[src/logic/shutter_pkg.sv]
// Purpose: shared constants and types for the shutter override positioner
// Assumes: 125 MHz core clock, position expressed in 100 ms ticks of travel
// Notes:   register offsets are word indices on the plain register port
package shutter_pkg;

  localparam int unsigned CLK_HZ          = 125_000_000;
  localparam int unsigned TICK_MS         = 100;
  localparam int unsigned TICK_CYCLES     = CLK_HZ / 1000 * TICK_MS;
  localparam int unsigned TICK_W          = 24;
  localparam int unsigned TRAVEL_MAX_S    = 3000;
  localparam int unsigned TICKS_PER_S     = 1000 / TICK_MS;
  localparam int unsigned POS_W           = 16;
  localparam int unsigned TRAVEL_W        = 12;
  localparam int unsigned SCENES          = 8;
  localparam int unsigned SCENE_W         = 3;

  localparam logic [3:0]  REG_CFG         = 4'h0;
  localparam logic [3:0]  REG_TRAVEL      = 4'h1;
  localparam logic [3:0]  REG_CMD         = 4'h2;
  localparam logic [3:0]  REG_STATUS      = 4'h3;
  localparam logic [3:0]  REG_POS         = 4'h4;
  localparam logic [3:0]  REG_SAVED       = 4'h5;

  localparam int unsigned CFG_FB_EN       = 0;
  localparam int unsigned CFG_FORCE_EN    = 1;
  localparam int unsigned CFG_BLOCK_EN    = 2;
  localparam int unsigned CFG_ALARM_EN    = 3;
  localparam int unsigned CFG_SCENE_EN    = 4;
  localparam int unsigned CFG_REL_LSB     = 5;
  localparam int unsigned CFG_REL_W       = 3;

  localparam logic [11:0] TRAVEL_RESET    = 12'h0_0B4;
  localparam logic [31:0] ZERO_WORD       = 32'h0000_0000;

  typedef enum logic [2:0]
  {
    REL_UP, REL_DOWN, REL_NONE, REL_PREV, REL_LAST
  } release_t;

  typedef enum logic [3:0]
  {
    CMD_NONE, CMD_UP, CMD_DOWN, CMD_STOP, CMD_POS, CMD_SCENE_RUN, CMD_SCENE_STORE,
    CMD_FORCE_UP, CMD_FORCE_DOWN, CMD_FORCE_OFF, CMD_BLOCK_ON, CMD_BLOCK_OFF,
    CMD_ALARM_ON, CMD_ALARM_OFF
  } cmd_op_t;

  typedef struct packed
  {
    logic          valid;
    cmd_op_t       op;
    logic [2:0]    scene;
    logic [15:0]   pos;
  } cmd_t;

  typedef struct packed
  {
    logic          up;
    logic          down;
  } drive_t;

endpackage

[src/logic/shutter_override_positioner.sv]
// Purpose: position estimate, override arbitration, release policy and scenes for one shutter
// Assumes: telegrams decoded outside; 3-stage bus-power input; nonvolatile forced state outside
// Notes:   position counts 100 ms ticks from 0 (fully open) to travel*10 (fully closed)
module shutter_override_positioner
  import shutter_pkg::*;
(
  input  wire logic                i_core_clk,
  input  wire logic                i_rst,
  input  wire logic [3:0]          i_addr,
  input  wire logic [31:0]         i_wdata,
  input  wire logic                i_wr,
  input  wire logic                i_rd,
  output logic      [31:0]         o_rdata,
  input  wire cmd_t                i_cmd,
  input  wire logic                i_bus_power,
  input  wire logic                i_nv_force_active,
  input  wire logic                i_nv_force_down,
  output logic                     o_nv_force_active,
  output logic                     o_nv_force_down,
  output drive_t                   o_drive,
  output logic                     o_supply_on,
  output logic                     o_fb_pulse,
  output logic                     o_fb_down
);

  // ----------------------------------------------------------------
  // configuration registers
  // ----------------------------------------------------------------
  logic [7:0]          cfg;
  logic [TRAVEL_W-1:0] travel_s;
  logic                fb_en;
  logic                force_en;
  logic                block_en;
  logic                alarm_en;
  logic                scene_en;
  release_t            rel_mode;
  logic [POS_W-1:0]    full_pos;

  assign fb_en    = cfg[CFG_FB_EN];
  assign force_en = cfg[CFG_FORCE_EN];
  assign block_en = cfg[CFG_BLOCK_EN];
  assign alarm_en = cfg[CFG_ALARM_EN];
  assign scene_en = cfg[CFG_SCENE_EN];
  assign rel_mode = release_t'(cfg[CFG_REL_LSB +: CFG_REL_W]);
  // one stroke figure serves both directions; positions are tick fractions of it
  assign full_pos = POS_W'(travel_s * TICKS_PER_S);

  always_ff @(posedge i_core_clk or posedge i_rst)
  begin
    if (i_rst)
    begin
      cfg      <= 8'h00;
      travel_s <= TRAVEL_RESET;
    end
    else if (i_wr && i_addr == REG_CFG)
    begin
      cfg <= i_wdata[7:0];
    end
    else if (i_wr && i_addr == REG_TRAVEL)
    begin
      // out-of-range values clamp to the top of the span
      if (i_wdata > TRAVEL_MAX_S)
      begin
        travel_s <= TRAVEL_W'(TRAVEL_MAX_S);
      end
      else
      begin
        travel_s <= i_wdata[TRAVEL_W-1:0];
      end
    end
  end

  // ----------------------------------------------------------------
  // bus power synchroniser
  // ----------------------------------------------------------------
  logic [2:0] pwr_sync;
  logic       pwr_ok;
  logic       pwr_ok_d;

  always_ff @(posedge i_core_clk or posedge i_rst)
  begin
    if (i_rst)
    begin
      pwr_sync <= 3'h0;
      pwr_ok   <= 1'b0;
      pwr_ok_d <= 1'b0;
    end
    else
    begin
      pwr_sync <= {pwr_sync[1:0], i_bus_power};
      if (pwr_sync[2] == pwr_sync[1])
      begin
        pwr_ok <= pwr_sync[1];
      end
      pwr_ok_d <= pwr_ok;
    end
  end

  // ----------------------------------------------------------------
  // tick time base
  // ----------------------------------------------------------------
  logic [TICK_W-1:0] tick_cnt;
  logic              tick;

  always_ff @(posedge i_core_clk or posedge i_rst)
  begin
    if (i_rst)
    begin
      tick_cnt <= '0;
      tick     <= 1'b0;
    end
    else if (tick_cnt == TICK_W'(TICK_CYCLES - 1))
    begin
      tick_cnt <= '0;
      tick     <= 1'b1;
    end
    else
    begin
      tick_cnt <= tick_cnt + 1'b1;
      tick     <= 1'b0;
    end
  end

  // ----------------------------------------------------------------
  // command qualification and override flags
  // ----------------------------------------------------------------
  logic             force_on;
  logic             force_dn;
  logic             block_on;
  logic             alarm_on;
  logic             any_ovr;
  logic             cmd_ok;
  logic             is_normal;
  logic             normal_ok;
  logic             target_set;
  logic [POS_W-1:0] target;
  logic [POS_W-1:0] pos;
  logic [POS_W-1:0] saved_pos;
  logic             pend_valid;
  cmd_t             pend_cmd;
  logic [POS_W-1:0] scene_mem [SCENES];

  assign any_ovr   = force_on | block_on | alarm_on;
  assign cmd_ok    = i_cmd.valid && pwr_ok;
  assign is_normal = i_cmd.op inside {CMD_UP, CMD_DOWN, CMD_STOP, CMD_POS}
                     || (scene_en && i_cmd.op inside {CMD_SCENE_RUN, CMD_SCENE_STORE});
  assign normal_ok = cmd_ok && is_normal && !any_ovr;

  // forced flag: set from nonvolatile copy on power return, else from bus
  always_ff @(posedge i_core_clk or posedge i_rst)
  begin
    if (i_rst)
    begin
      force_on <= 1'b0;
      force_dn <= 1'b0;
    end
    else if (pwr_ok && !pwr_ok_d)
    begin
      force_on <= force_en && i_nv_force_active;
      force_dn <= i_nv_force_down;
    end
    else if (cmd_ok && force_en)
    begin
      unique case (i_cmd.op)
        CMD_FORCE_UP:
        begin
          force_on <= 1'b1;
          force_dn <= 1'b0;
        end
        CMD_FORCE_DOWN:
        begin
          force_on <= 1'b1;
          force_dn <= 1'b1;
        end
        CMD_FORCE_OFF: force_on <= 1'b0;
        default: ;
      endcase
    end
  end

  // block and alarm are discarded entirely while forced is engaged
  always_ff @(posedge i_core_clk or posedge i_rst)
  begin
    if (i_rst)
    begin
      block_on <= 1'b0;
      alarm_on <= 1'b0;
    end
    else if (cmd_ok && !force_on)
    begin
      if (block_en && i_cmd.op == CMD_BLOCK_ON) block_on <= 1'b1;
      if (block_en && i_cmd.op == CMD_BLOCK_OFF) block_on <= 1'b0;
      if (alarm_en && !block_on && i_cmd.op == CMD_ALARM_ON) alarm_on <= 1'b1;
      if (alarm_en && i_cmd.op == CMD_ALARM_OFF) alarm_on <= 1'b0;
    end
  end

  // follow-last memory of commands that arrive while overridden
  always_ff @(posedge i_core_clk or posedge i_rst)
  begin
    if (i_rst)
    begin
      pend_valid <= 1'b0;
      pend_cmd   <= '0;
    end
    else if (!any_ovr)
    begin
      pend_valid <= 1'b0;
    end
    else if (cmd_ok && is_normal && i_cmd.op != CMD_SCENE_STORE)
    begin
      pend_valid <= 1'b1;
      pend_cmd   <= i_cmd;
    end
  end

  // position at engagement, captured when a bus command engages the first override
  always_ff @(posedge i_core_clk or posedge i_rst)
  begin
    if (i_rst)
    begin
      saved_pos <= '0;
    end
    else if (!any_ovr && cmd_ok && (
             (force_en && i_cmd.op inside {CMD_FORCE_UP, CMD_FORCE_DOWN})
             || (block_en && i_cmd.op == CMD_BLOCK_ON)
             || (alarm_en && i_cmd.op == CMD_ALARM_ON)))
    begin
      saved_pos <= pos;
    end
  end

  // scene slots hold a position each
  always_ff @(posedge i_core_clk)
  begin
    if (normal_ok && i_cmd.op == CMD_SCENE_STORE)
    begin
      scene_mem[i_cmd.scene] <= pos;
    end
  end

  // ----------------------------------------------------------------
  // target selection
  // ----------------------------------------------------------------
  logic any_ovr_d;
  logic ovr_release;

  assign ovr_release = any_ovr_d && !any_ovr;

  function automatic logic [POS_W-1:0] cmd_target(input cmd_t c,
                                                  input logic [POS_W-1:0] cur,
                                                  input logic [POS_W-1:0] full,
                                                  input logic [POS_W-1:0] scn);
    logic [POS_W-1:0] t;
    t = cur;
    unique case (c.op)
      CMD_UP:        t = '0;
      CMD_DOWN:      t = full;
      CMD_POS:       t = (c.pos > full) ? full : c.pos;
      CMD_SCENE_RUN: t = (scn > full) ? full : scn;
      default:       t = cur;
    endcase
    return t;
  endfunction

  always_ff @(posedge i_core_clk or posedge i_rst)
  begin
    if (i_rst)
    begin
      any_ovr_d  <= 1'b0;
      target     <= '0;
      target_set <= 1'b0;
    end
    else
    begin
      any_ovr_d  <= any_ovr;
      target_set <= 1'b1;
      if (!target_set || !pwr_ok)
      begin
        target <= pos;
      end
      else if (force_on)
      begin
        target <= force_dn ? full_pos : '0;
      end
      else if (block_on || alarm_on)
      begin
        // block and alarm alike park the load where it stands when the first override engages
        target <= !any_ovr_d ? pos : target;
      end
      else if (ovr_release)
      begin
        unique case (rel_mode)
          REL_UP:   target <= '0;
          REL_DOWN: target <= full_pos;
          REL_PREV: target <= saved_pos;
          REL_LAST: target <= pend_valid
                              ? cmd_target(pend_cmd, pos, full_pos, scene_mem[pend_cmd.scene])
                              : saved_pos;
          default:  target <= pos;
        endcase
      end
      // storing a scene must not stop a run in progress
      else if (normal_ok && i_cmd.op != CMD_SCENE_STORE)
      begin
        target <= cmd_target(i_cmd, pos, full_pos, scene_mem[i_cmd.scene]);
      end
    end
  end

  // ----------------------------------------------------------------
  // motor drive and position estimate
  // ----------------------------------------------------------------
  logic run_up;
  logic run_dn;
  logic was_up;
  logic was_dn;

  assign run_up = pwr_ok && target_set && (target < pos);
  assign run_dn = pwr_ok && target_set && (target > pos);

  always_ff @(posedge i_core_clk or posedge i_rst)
  begin
    if (i_rst)
    begin
      pos <= '0;
    end
    else if (pos > full_pos)
    begin
      pos <= full_pos;
    end
    else if (tick && run_dn && pos != full_pos)
    begin
      pos <= pos + 1'b1;
    end
    else if (tick && run_up && pos != '0)
    begin
      pos <= pos - 1'b1;
    end
  end

  always_ff @(posedge i_core_clk or posedge i_rst)
  begin
    if (i_rst)
    begin
      o_drive     <= '0;
      o_supply_on <= 1'b0;
      was_up      <= 1'b0;
      was_dn      <= 1'b0;
      o_fb_pulse  <= 1'b0;
      o_fb_down   <= 1'b0;
    end
    else
    begin
      o_supply_on  <= pwr_ok;
      o_drive.up   <= run_up && !run_dn;
      o_drive.down <= run_dn && !run_up;
      was_up       <= run_up;
      was_dn       <= run_dn;
      o_fb_pulse   <= fb_en && ((run_up && !was_up) || (run_dn && !was_dn));
      if (run_up || run_dn)
      begin
        o_fb_down <= run_dn;
      end
    end
  end

  // ----------------------------------------------------------------
  // nonvolatile copy and register reads
  // ----------------------------------------------------------------
  always_ff @(posedge i_core_clk or posedge i_rst)
  begin
    if (i_rst)
    begin
      o_nv_force_active <= 1'b0;
      o_nv_force_down   <= 1'b0;
    end
    else
    begin
      o_nv_force_active <= force_on;
      o_nv_force_down   <= force_dn;
    end
  end

  always_ff @(posedge i_core_clk or posedge i_rst)
  begin
    if (i_rst)
    begin
      o_rdata <= ZERO_WORD;
    end
    else if (i_rd)
    begin
      unique case (i_addr)
        REG_CFG:    o_rdata <= {24'h00_0000, cfg};
        REG_TRAVEL: o_rdata <= {20'h0_0000, travel_s};
        REG_STATUS: o_rdata <= {26'h000_0000, pwr_ok, run_dn, run_up,
                                alarm_on, block_on, force_on};
        REG_POS:    o_rdata <= {target, pos};
        REG_SAVED:  o_rdata <= {15'h0000, pend_valid, saved_pos};
        default:    o_rdata <= ZERO_WORD;
      endcase
    end
    else
    begin
      o_rdata <= ZERO_WORD;
    end
  end

endmodule

[config.mk]
export PLATFORM = sky130hd
export DESIGN_NAME = shutter_override_positioner
export DESIGN_NICKNAME = d
export VERILOG_FILES = /design/src/logic/shutter_pkg.sv /design/src/logic/shutter_override_positioner.sv
export SDC_FILE = /design/constraint.sdc
export NUM_CORES = 1
export LEC_CHECK = 0
export BUFFER_PORTS_ARGS = -buffer_cell sky130_fd_sc_hd__buf_2
export CAP_MARGIN = 20
export CORE_MARGIN = 2
export CORE_UTILIZATION = 60
export DETAILED_ROUTE_END_ITERATION = 6
export PLACE_DENSITY_LB_ADDON = 0.2
export SYNTH_ARGS = -nofsm -noshare
export SYNTH_HDL_FRONTEND = slang
export SYNTH_SLANG_ARGS = --single-unit
[constraint.sdc]
create_clock -name i_core_clk -period 7.4 [get_ports i_core_clk]
set_input_delay 0.74 -clock i_core_clk [delete_from_list [all_inputs] [get_ports i_core_clk]]
set_output_delay 0.74 -clock i_core_clk [all_outputs]
set_load 0.02 [all_outputs]
== Word-level counts from Yosys, hierarchy flattened ==
Memory sizes are Yosys's and may differ from the RTL's.
Cells that the tools add are included.
Word-level totals
  bits in registers: 168
  RAM bits: 128
  bits of input ports: 67
  word-level logic and storage cells: 185
  memories: 1
Memory list
  scene_mem: words 8, bits a word 16, read ports 2, clocked after Yosys merged registers in 0, write ports 1, RTL line shutter_override_positioner.sv:141  | logic [POS_W-1:0] scene_mem [SCENES];
Cells by class
  $add $sub $neg: 3
  multiply operators: 1
  magnitude comparators: 8
  equality and inequality tests: 30
  mux-type cells: 37
  bitwise operators: 3
  reduce and logical (&&, ||, !) cells: 73
Operators with widths (number)
  $mux 16: 15
  $pmux 16 s4: 3
  $pmux 32 s5: 1
  $gt 16x16->1: 6
  $logic_and 1x1->1: 35
  $eq 4x3->1 const B: 8
  $gt 32x12->1 const B: 1
  $mux 32: 1
  $add 24x1->24 const B: 1
  $eq 24x24->1 const B: 1
  $eq 4x4->1 const B: 6
  $mux 24: 1
  $add 16x1->16 const B: 1
  $eq 4x2->1 const B: 4
  $lt 16x16->1: 1
  $ne 16x16->1: 1
  $reduce_bool 16->1: 1
  $sub 16x1->16 const B: 1
  $mul 12x3->15 const B: 1
  $reduce_and 2->1: 7
  $mux 1: 13
  $eq 4x1->1 const B: 3
  $mux 12: 1
  $logic_not 1->1: 10
  18 further kinds: 32

== Depth between registers and ports, before layout ==
Gate-level depths: netlist (run 1).
  depth in word-level cells: 12
  depth in mapped cells: 27
  gate-level depth less buffers: 25

== Worst setup path after synthesis (run 1) ==
OpenSTA, ideal clock, no wires.
  kind: reg-to-reg
  from: reg travel_s[2]
  to: reg pos[15]
  library setup time: 0.154 ns
  data arrival time: 5.825 ns
  data required time: 7.246 ns
  path slack: 1.422 ns
  cell stages (with the launch flop): 27
  path buffers: 2
  period minus slack after synthesis: 5.978 ns
  cell sequence: dfstp_2 ha_1 ha_1 a211o_1 a221oi_1 o21ba_1 buf_6 nor2b_1 o21ai_1 ha_1 nand2_1 nor2_1 and4_1 clkbuf_1 nor2_1 nand2_1 ha_1 o21ai_0 o21a_1 o31ai_1 o211ai_1 o21ai_0 a31oi_1 nor4_1 o221ai_1 xnor2_1 mux2i_1
Between the ends
  word-level cells in the longest chain between the ends: 5
  elaborated cells on any way between the ends: 7
  classes of those cells: mul (1); order compare (1); eq/ne (1); mux (2); reduce/logical (2)
RTL lines
  from (decl): RTL line shutter_override_positioner.sv:30  | logic [TRAVEL_W-1:0] travel_s;
  from (signal assigned): RTL line shutter_override_positioner.sv:64  | travel_s <= TRAVEL_W'(TRAVEL_MAX_S);
  from (signal assigned): RTL line shutter_override_positioner.sv:68  | travel_s <= i_wdata[TRAVEL_W-1:0];
  $mul 12x3->15 *: RTL line shutter_override_positioner.sv:46  | assign full_pos = POS_W'(travel_s * TICKS_PER_S);
  branches (longest 4 deep; another with $gt 16x16->1)
  to (signal assigned): RTL line shutter_override_positioner.sv:330  | pos <= full_pos;
  to (signal assigned): RTL line shutter_override_positioner.sv:334  | pos <= pos + 1'b1;
  to (signal assigned): RTL line shutter_override_positioner.sv:338  | pos <= pos - 1'b1;
  to (decl): RTL line shutter_override_positioner.sv:137  | logic [POS_W-1:0] pos;
Every way passes the cells marked *.
A chain may end at the register's enable or synchronous reset.

== Final worst setup path (run 1) ==
  from: reg travel_s[4]
  to: reg pos[15]
The elaborated chain is that of the path after synthesis.

==> results by group, run 1 <==
Run status
  • Status: complete, no violations

Detailed routing
  • First-pass DRT Iterations: 5
  • Overall routed net length: 68500 µm
  • Vias/cell: 7.16
  • Initial DRC count: around 1900
  • Post-DRT Antenna Nets: 0
  • Routed via count: 16300
  • DRC: 0
  • WL per Instance: between 30 and 40 µm

Timing
  • Sum Neg Setup Slack: 0 ns
  • Fmax: ~150 MHz
  • Slew Limit Headroom: 28.7%
  • Unrepaired setup endpoints after global routing: false
  • Worst Clk Skew: about 0.030 ns
  • Slew Limit Fails: 0
  • Least-Margin Pin Slew: 1.07 ns
  • Min Hold Slack: between 0.2 and 0.25 ns
  • Final period util: between 90% and 100%
  • Final Worst Setup Slack: 0.645 ns
  • Fin. Hold Viols: 0
  • Fin crit period: a little under 7 ns
  • Final setup fails: 0

Setup path
  • Worst EP arrival: approximately 7.2 ns
  • Endpoint kind of the worst setup timing path: register
  • CP delay by family, top: compound AO/OA/AOI/OAI gates
  • Critical Path Most Common Cell: ha_1
  • Flop2flop setup slack: 0.64 ns
  • Slowest cell delay on critical path: 0.57 ns
  • WS Path Type: register to register
  • CP startpoint kind: register
  • CP required: 7.85 ns
  • Worst Path Buf+Inv: 1
  • Crit-path max FO: 15
  • Crit-path slowest cell: dfstp_2

Logic synthesis
  • Post-synthesis cell count: approximately 1800
  • Post-Syn Area: roughly 0.019 mm²
  • Sequential-to-total area share from yosys stat: 42.5%
  • Netlist cell types: between 90 and 100
  • Mapped Nets: approximately 1900
  • Number of flops mapped to enable cells by yosys: approximately 130
  • Synth Area per Inst: about 11 µm²
  • Async S/R FF share, synth: 56.6%
  • Synth Flop Type: dfrtp_1
  • Synth Register Bits: 295
  • Synth warn: 0

CTS
  • Maximum root-to-sink buffer count: 3
  • Reg clk slew, reported paths: ~0.07 ns
  • Clock Latency Late Sink: 0.61 ns
  • CTS sink count: 295
  • Setup Fix Bufs, Post-CTS: 0
  • Resize count post-CTS: 0
  • Cts hold-fix bufs: 0
  • H-tree Lvls: 1
  • CTS tree: yes
  • Root Buffer: clkbuf_16
  • Num CTS Buffers: 31

Global routing
  • GR peak layer: met2
  • Vias in the first global route: 15800
  • Initial antenna violation count: 0
  • GRT overflow: 0
  • First-pass GRT wire length: 101000 µm
  • All-layer global routing usage: between 40% and 50%
  • Largest net degree at the start of global routing: 75
  • M2 GR Usage: 65.8%
  • Met1 GRT Util: between 50% and 60%
  • Grt met3 use: 9.41%

Cells and area
  • Sequential Area: around 0.008 mm²
  • Ratio of cells with drive above 1 in the final layout: roughly 19%
  • Final #Nets: just over 2000
  • Layout area overhead: 10.4%
  • ANT cells: 0
  • Layout Utilization: 67.8%
  • Area of the multi-input gates: about 0.01 mm²
  • Fillers: roughly 2400

Placement
  • GPL Wtd Cong: 1.07
  • Post-DP HPWL: 49800 µm
  • PortBufs: 105
  • Place WS: approximately 0.75 ns

Power
  • Worst IR drop on VDD: 0.259 mV
  • Power, Total: slightly below 8 mW
  • P per Cell Area: 382 mW/mm²
  • LEAKAGE: about 8.8 nW

Floorplanning
  • Die Ht: 181 µm
  • DIE AREA: between 0.03 and 0.04 mm²
  • Die W: roughly 180 µm
  • I/O pins: approximately 110
  • Rows: 64
  • Core Region: between 0.03 and 0.04 mm²
  • Initial core utilization: 61.4%

Hold path
  • Hold WC Path Type: input pin to register

Flow run
  • Max-cap viol count: 0
-- power by group --
| part | total [mW] | internal, mW | switching [mW] |
|---|---|---|---|
| registers | 2.38 | 2.01 | 0.373 |
| logic | 4.04 | 1.51 | 2.54 |
| clock network | 1.54 | 0.843 | 0.695 |
-- placed cells by master (no fill, tap or decap), types with 24 or more instances in the layout --
| master | count |
|---|---|
| dfrtp_1 | 162 |
| nand2_1 | 133 |
| edfxtp_1 | 128 |
| nor2_1 | 125 |
| ha_1 | 113 |
| o21ai_0 | 110 |
| buf_2 | 105 |
| a21oi_1 | 95 |
| mux2_2 | 67 |
| inv_1 | 60 |
| mux2i_1 | 56 |
| mux4_2 | 51 |
| buf_4 | 49 |
| nand3_1 | 37 |
| clkbuf_16 | 31 |
| nor3_1 | 29 |
| xnor2_1 | 28 |
| and2_1 | 26 |
| o22ai_1 | 24 |
-- final timing paths --
path	start	to	depth (start not counted)
min in group asynchronous	i_rst	saved_pos[10]	2
worst min register to register	pwr_sync[0]	pwr_sync[1]	0
worst max register to register	travel_s[4]	pos[15]	25
worst min-delay path	i_bus_power	pwr_sync[0]	1
worst max-delay path	travel_s[4]	pos[15]	25
max in group asynchronous	i_rst	pend_cmd[19]	3
-- area by class of cell --
| cell class | count | area share (%) |
|---|---|---|
| clock buffers | 35 | 3.79 |
| multi-input cells | 1308 | 49.0 |
| well taps | 396 | 2.38 |
| repair buffers | 154 | 4.29 |
| flip-flops and latches | 295 | 38.5 |
| clock inverters | 22 | 0.895 |
| inverters | 63 | 1.16 |
-- metal layers --
layer | wire length [µm] | vias up | part of all wire (%)
met2 | 31300 | 1094 | 46
li1 | - | 6933 | -
met5 | 0 | - | 0
met1 | 25500 | 7966 | 37
met4 | 4750 | 0 | 6.9
met3 | 6910 | 276 | 10
-- cell usage after synthesis (all sizes together) (18+ instances only) --
cell    count  area [µm²]
inv        61         229
a221oi     24         240
o21ai     116         603
a21o       23         173
buf        27         163
dfrtp     163        4080
nor2      125         469
a21oi      96         484
nor3       30         155
nand3      37         185
clkbuf     67         253
nand2     133         499
xnor2      28         245
nor2b      23         144
o211ai     19         143
and2       27         171
edfxtp    128        3840
nand4      19         119
mux2i      57         574
mux4       51        1150
and3       18         113
ha        113        1410
mux2       67         754
o22ai      24         150
-- state kept, by name, indices dropped and copies added (netlist names), 8 cells and up --
register,flops
cfg,8
o_rdata,32
pend_cmd,23
pos,16
saved_pos,16
scene_mem,128
target,16
tick_cnt,24
travel_s,12
-- kinds of logic (layout without fill, tap and decap cells) --
logic type / Yosys count / count (layout) / synth area share (%)
XOR/XNOR: 51 / 51 / 2.84
AND/OR/NAND/NOR: 487 / 487 / 12.7
AO/OA/AOI/OAI: 476 / 476 / 17.5
multiplexers: 175 / 175 / 13.1
adder cells (fa/ha/maj): 118 / 118 / 7.86
buffers and inverters: 157 / 274 / 3.45
other: 1 / 1 / 0.0199
flip-flops: 295 / 295 / 42.5
-- per-stage QoR --
step / instances / cell area (µm²)
6_report: 2273 / 20800
5_1_grt: 2273 / 20800
4_1_cts: 2273 / 20800
3_5_place_dp: 2216 / 19900
3_3_place_gp: 2216 / 19900
2_1_floorplan: 1760 / 18900
Note: power is estimated with default switching activity, not from simulation.
==> run 2: changes to the inputs <==
--- a/config.mk
+++ b/config.mk
@@ -8,7 +8,7 @@
 export BUFFER_PORTS_ARGS = -buffer_cell sky130_fd_sc_hd__buf_2
 export CAP_MARGIN = 20
 export CORE_MARGIN = 2
-export CORE_UTILIZATION = 60
+export CORE_UTILIZATION = 47
 export DETAILED_ROUTE_END_ITERATION = 6
 export PLACE_DENSITY_LB_ADDON = 0.2
 export SYNTH_ARGS = -nofsm -noshare
==> results by group, run 2 (synthesis results as in run 1) <==
Detailed routing
  • Post-DRT Antenna Nets: 0 (unchanged)
  • Vias/cell: 6.64 (-7.2%)
  • First-pass DRT Iterations: 6 (+1)
  • Routed via count: 16000 (-1.4%)
  • Initial DRC count: 1792 (-5.5%)
  • WL per Instance: 28.9 µm (-4.2%)
  • DRC: 0 (unchanged)
  • Overall routed net length: 69700 µm (+1.7%)

CTS
  • Num CTS Buffers: 34 (+9.7%)
  • CTS tree: yes
  • Root Buffer: clkbuf_16
  • Clock Latency Late Sink: 0.56 ns (-0.05 ns)
  • Resize count post-CTS: 0 (unchanged)
  • Maximum root-to-sink buffer count: 3 (unchanged)
  • Setup Fix Bufs, Post-CTS: 0 (unchanged)
  • H-tree Lvls: 2 (+1)
  • Reg clk slew, reported paths: 0.06 ns (about the same)
  • CTS sink count: 295 (unchanged)
  • Cts hold-fix bufs: 0 (unchanged)

Placement
  • Post-DP HPWL: 51500 µm (+3.5%)
  • GPL Wtd Cong: 1.03 (-3.3%)
  • PortBufs: 105 (unchanged)

Cells and area
  • Ratio of cells with drive above 1 in the final layout: 19.9% (+0.67 points)
  • Fillers: 3525 (+50%)
  • Commonest non-fill, non-tap cell in the layout: dfrtp_1
  • Max FFs per register: 128 (unchanged)
  • ANT cells: 0 (unchanged)
  • Largest regs: scene_mem: 128 flops, o_rdata: 32 flops, tick_cnt: 24 flops
  • Reg with most FFs: scene_mem
  • Final #Nets: 2045 (+0.49%)
  • Layout Utilization: 53.6% (-14 points)
  • Most frequent cells in the layout: 162 x dfrtp_1, 133 x nand2_1, 128 x edfxtp_1
  • Layout area overhead: 12.8%

Timing
  • Unrepaired setup endpoints after global routing: false
  • Fin. Hold Viols: 0 (unchanged)
  • Least-Margin Pin Slew: 1.12 ns (+0.0492 ns)
  • Worst Clk Skew: 0.0206 ns (-0.00984 ns)
  • Slew Limit Fails: 0 (unchanged)
  • Final setup fails: 0 (unchanged)
  • Fin crit period: 6.59 ns (-0.164 ns)
  • Fmax: 152 MHz (+2.5%)
  • Slew Limit Headroom: 25.4% (-3.3 points)
  • Sum Neg Setup Slack: 0 ns (unchanged)
  • Final period util: 89.1% (-2.2 points)

Power
  • Worst IR drop on VDD: 0.211 mV (-18%)
  • LEAKAGE: 8.96 nW (+1.9%)
  • P per Cell Area: 391 mW/mm² (+2.3%)
  • Power, Total: 8.31 mW (+4.5%)

Setup path
  • Crit-path slowest cell: dfrtp_1
  • Ordered cell list for the critical path: ha_1, ha_1, fa_1, a211oi_2, o21ai_2, a211o_1, nand3_1, xnor2_1, and4_1, nor2_1, nand2_1, ha_1, o21ai_0, o21a_1, o31ai_1, o211ai_1, o21ai_0, a31oi_1, nor4_1, o221ai_1, xnor2_1, mux2i_1
  • Worst Path Buf+Inv: 0 (-1)
  • Endpoint kind of the worst setup timing path: register
  • CP required: 7.80 ns (-0.05 ns)
  • CP delay by family, top: compound AO/OA/AOI/OAI gates
  • Worst EP arrival: 6.99 ns (-0.22 ns)
  • CP startpoint kind: register
  • Slowest cell delay on critical path: 0.52 ns (-0.05 ns)
  • Critical Path Most Common Cell: ha_1
  • Crit-path max FO: 15 (unchanged)
  • WS Path Type: register to register

Run status
  • Status: complete, no violations

Floorplanning
  • Rows: 73 (+14%)
  • Core Region: 0.0397 mm² (+29%)
  • Initial core utilization: 47.5% (-14 points)
  • Die Ht: 204 µm (+13%)
  • DIE AREA: 0.0418 mm² (+27%)
  • Die W: 204 µm (+13%)
  • I/O pins: 106 (unchanged)

Hold path
  • Hold WC Path Type: input pin to async pin

Global routing
  • Initial antenna violation count: 2 (+2)
  • All-layer global routing usage: 33.5% (-8.0 points)
  • Vias in the first global route: 15500 (-1.9%)
  • GRT overflow: 0 (unchanged)
  • Largest net degree at the start of global routing: 74 (-1.3%)
  • First-pass GRT wire length: 102000 µm (+0.31%)

Flow run
  • Max-cap viol count: 0 (unchanged)
run 2: cell types whose count changed in the layout (fill, tap and decap cells not counted), moves of 2 or more:
cell / before / now
clkbuf_8: 0 / 3
clkinv_8: 0 / 2
clkinv_2: 6 / 8
inv_6: 4 / 1
bufinv_16: 2 / 6
clkbuf_1: 4 / 2
clkinv_1: 9 / 7
buf_4: 49 / 55
clkbuf_16: 31 / 35
run 2: worst paths after layout:
path,startpoint,endpoint,slack (ns),cells after the start
max in group asynchronous,i_rst,pos[11],6.00,3
min in group i_core_clk,i_bus_power,pwr_sync[0],0.30,1
worst max register to register,travel_s[1],pos[15],0.81,22
worst min-delay path,i_rst,o_rdata[11],0.15,2
worst max-delay path,travel_s[1],pos[15],0.81,22
worst min register to register,pwr_sync[0],pwr_sync[1],0.35,0
run 2: final cells by class:
cell class | instances | area [µm²] | area share (%)
Inverter | 63 | 241 | 1.13
Timing Repair Buffer | 161 | 951 | 4.47
Clock inverter | 22 | 279 | 1.31
Multi-Input combinational cell | 1308 | 10200 | 47.9
Tap cell | 525 | 657 | 3.09
Sequential cell | 295 | 8030 | 37.7
Clock buffer | 40 | 925 | 4.34
run 2: worst register-to-register path: stages (launching register included):
cell and delay, ns:
dfrtp_1 0.52, ha_1 0.30, ha_1 0.24, fa_1 0.44, a211oi_2 0.28, o21ai_2 0.13
a211o_1 0.40, nand3_1 0.42, xnor2_1 0.16, and4_1 0.28, nor2_1 0.28, nand2_1 0.44
ha_1 0.52, o21ai_0 0.15, o21a_1 0.22, o31ai_1 0.36, o211ai_1 0.19, o21ai_0 0.30
a31oi_1 0.16, nor4_1 0.19, o221ai_1 0.19, xnor2_1 0.19, mux2i_1 0.09
run 2: routing by layer:
metal  track usage (%)  wire [µm]
met1              45.3      28400
met2              48.6      29500
met3              9.87       7830
met4              17.2       3840
met5                 0         27
run 2: per-stage QoR:
stage / area [µm²] / hold slack, ns / instances / worst slack, ns
final: 21300 / 0.150 / 2414 / 0.809
after detailed placement: 20100 / 0.345 / 2351 / 0.912
after global placement: 20100 / 0.335 / 2351 / 1.10
after floorplan: 18900 / 0.331 / 1760 / 1.42
after CTS: 21300 / 0.160 / 2413 / 0.880
after global routing: 21300 / 0.187 / 2414 / 0.259
run 2: power breakdown:
group | switching, mW | internal (mW) | total, mW | leakage, nW
Combinational | 2.55 | 1.52 | 4.06 | 5.07
Sequential | 0.420 | 2.01 | 2.43 | 3.29
Clock | 0.718 | 1.11 | 1.83 | 0.593
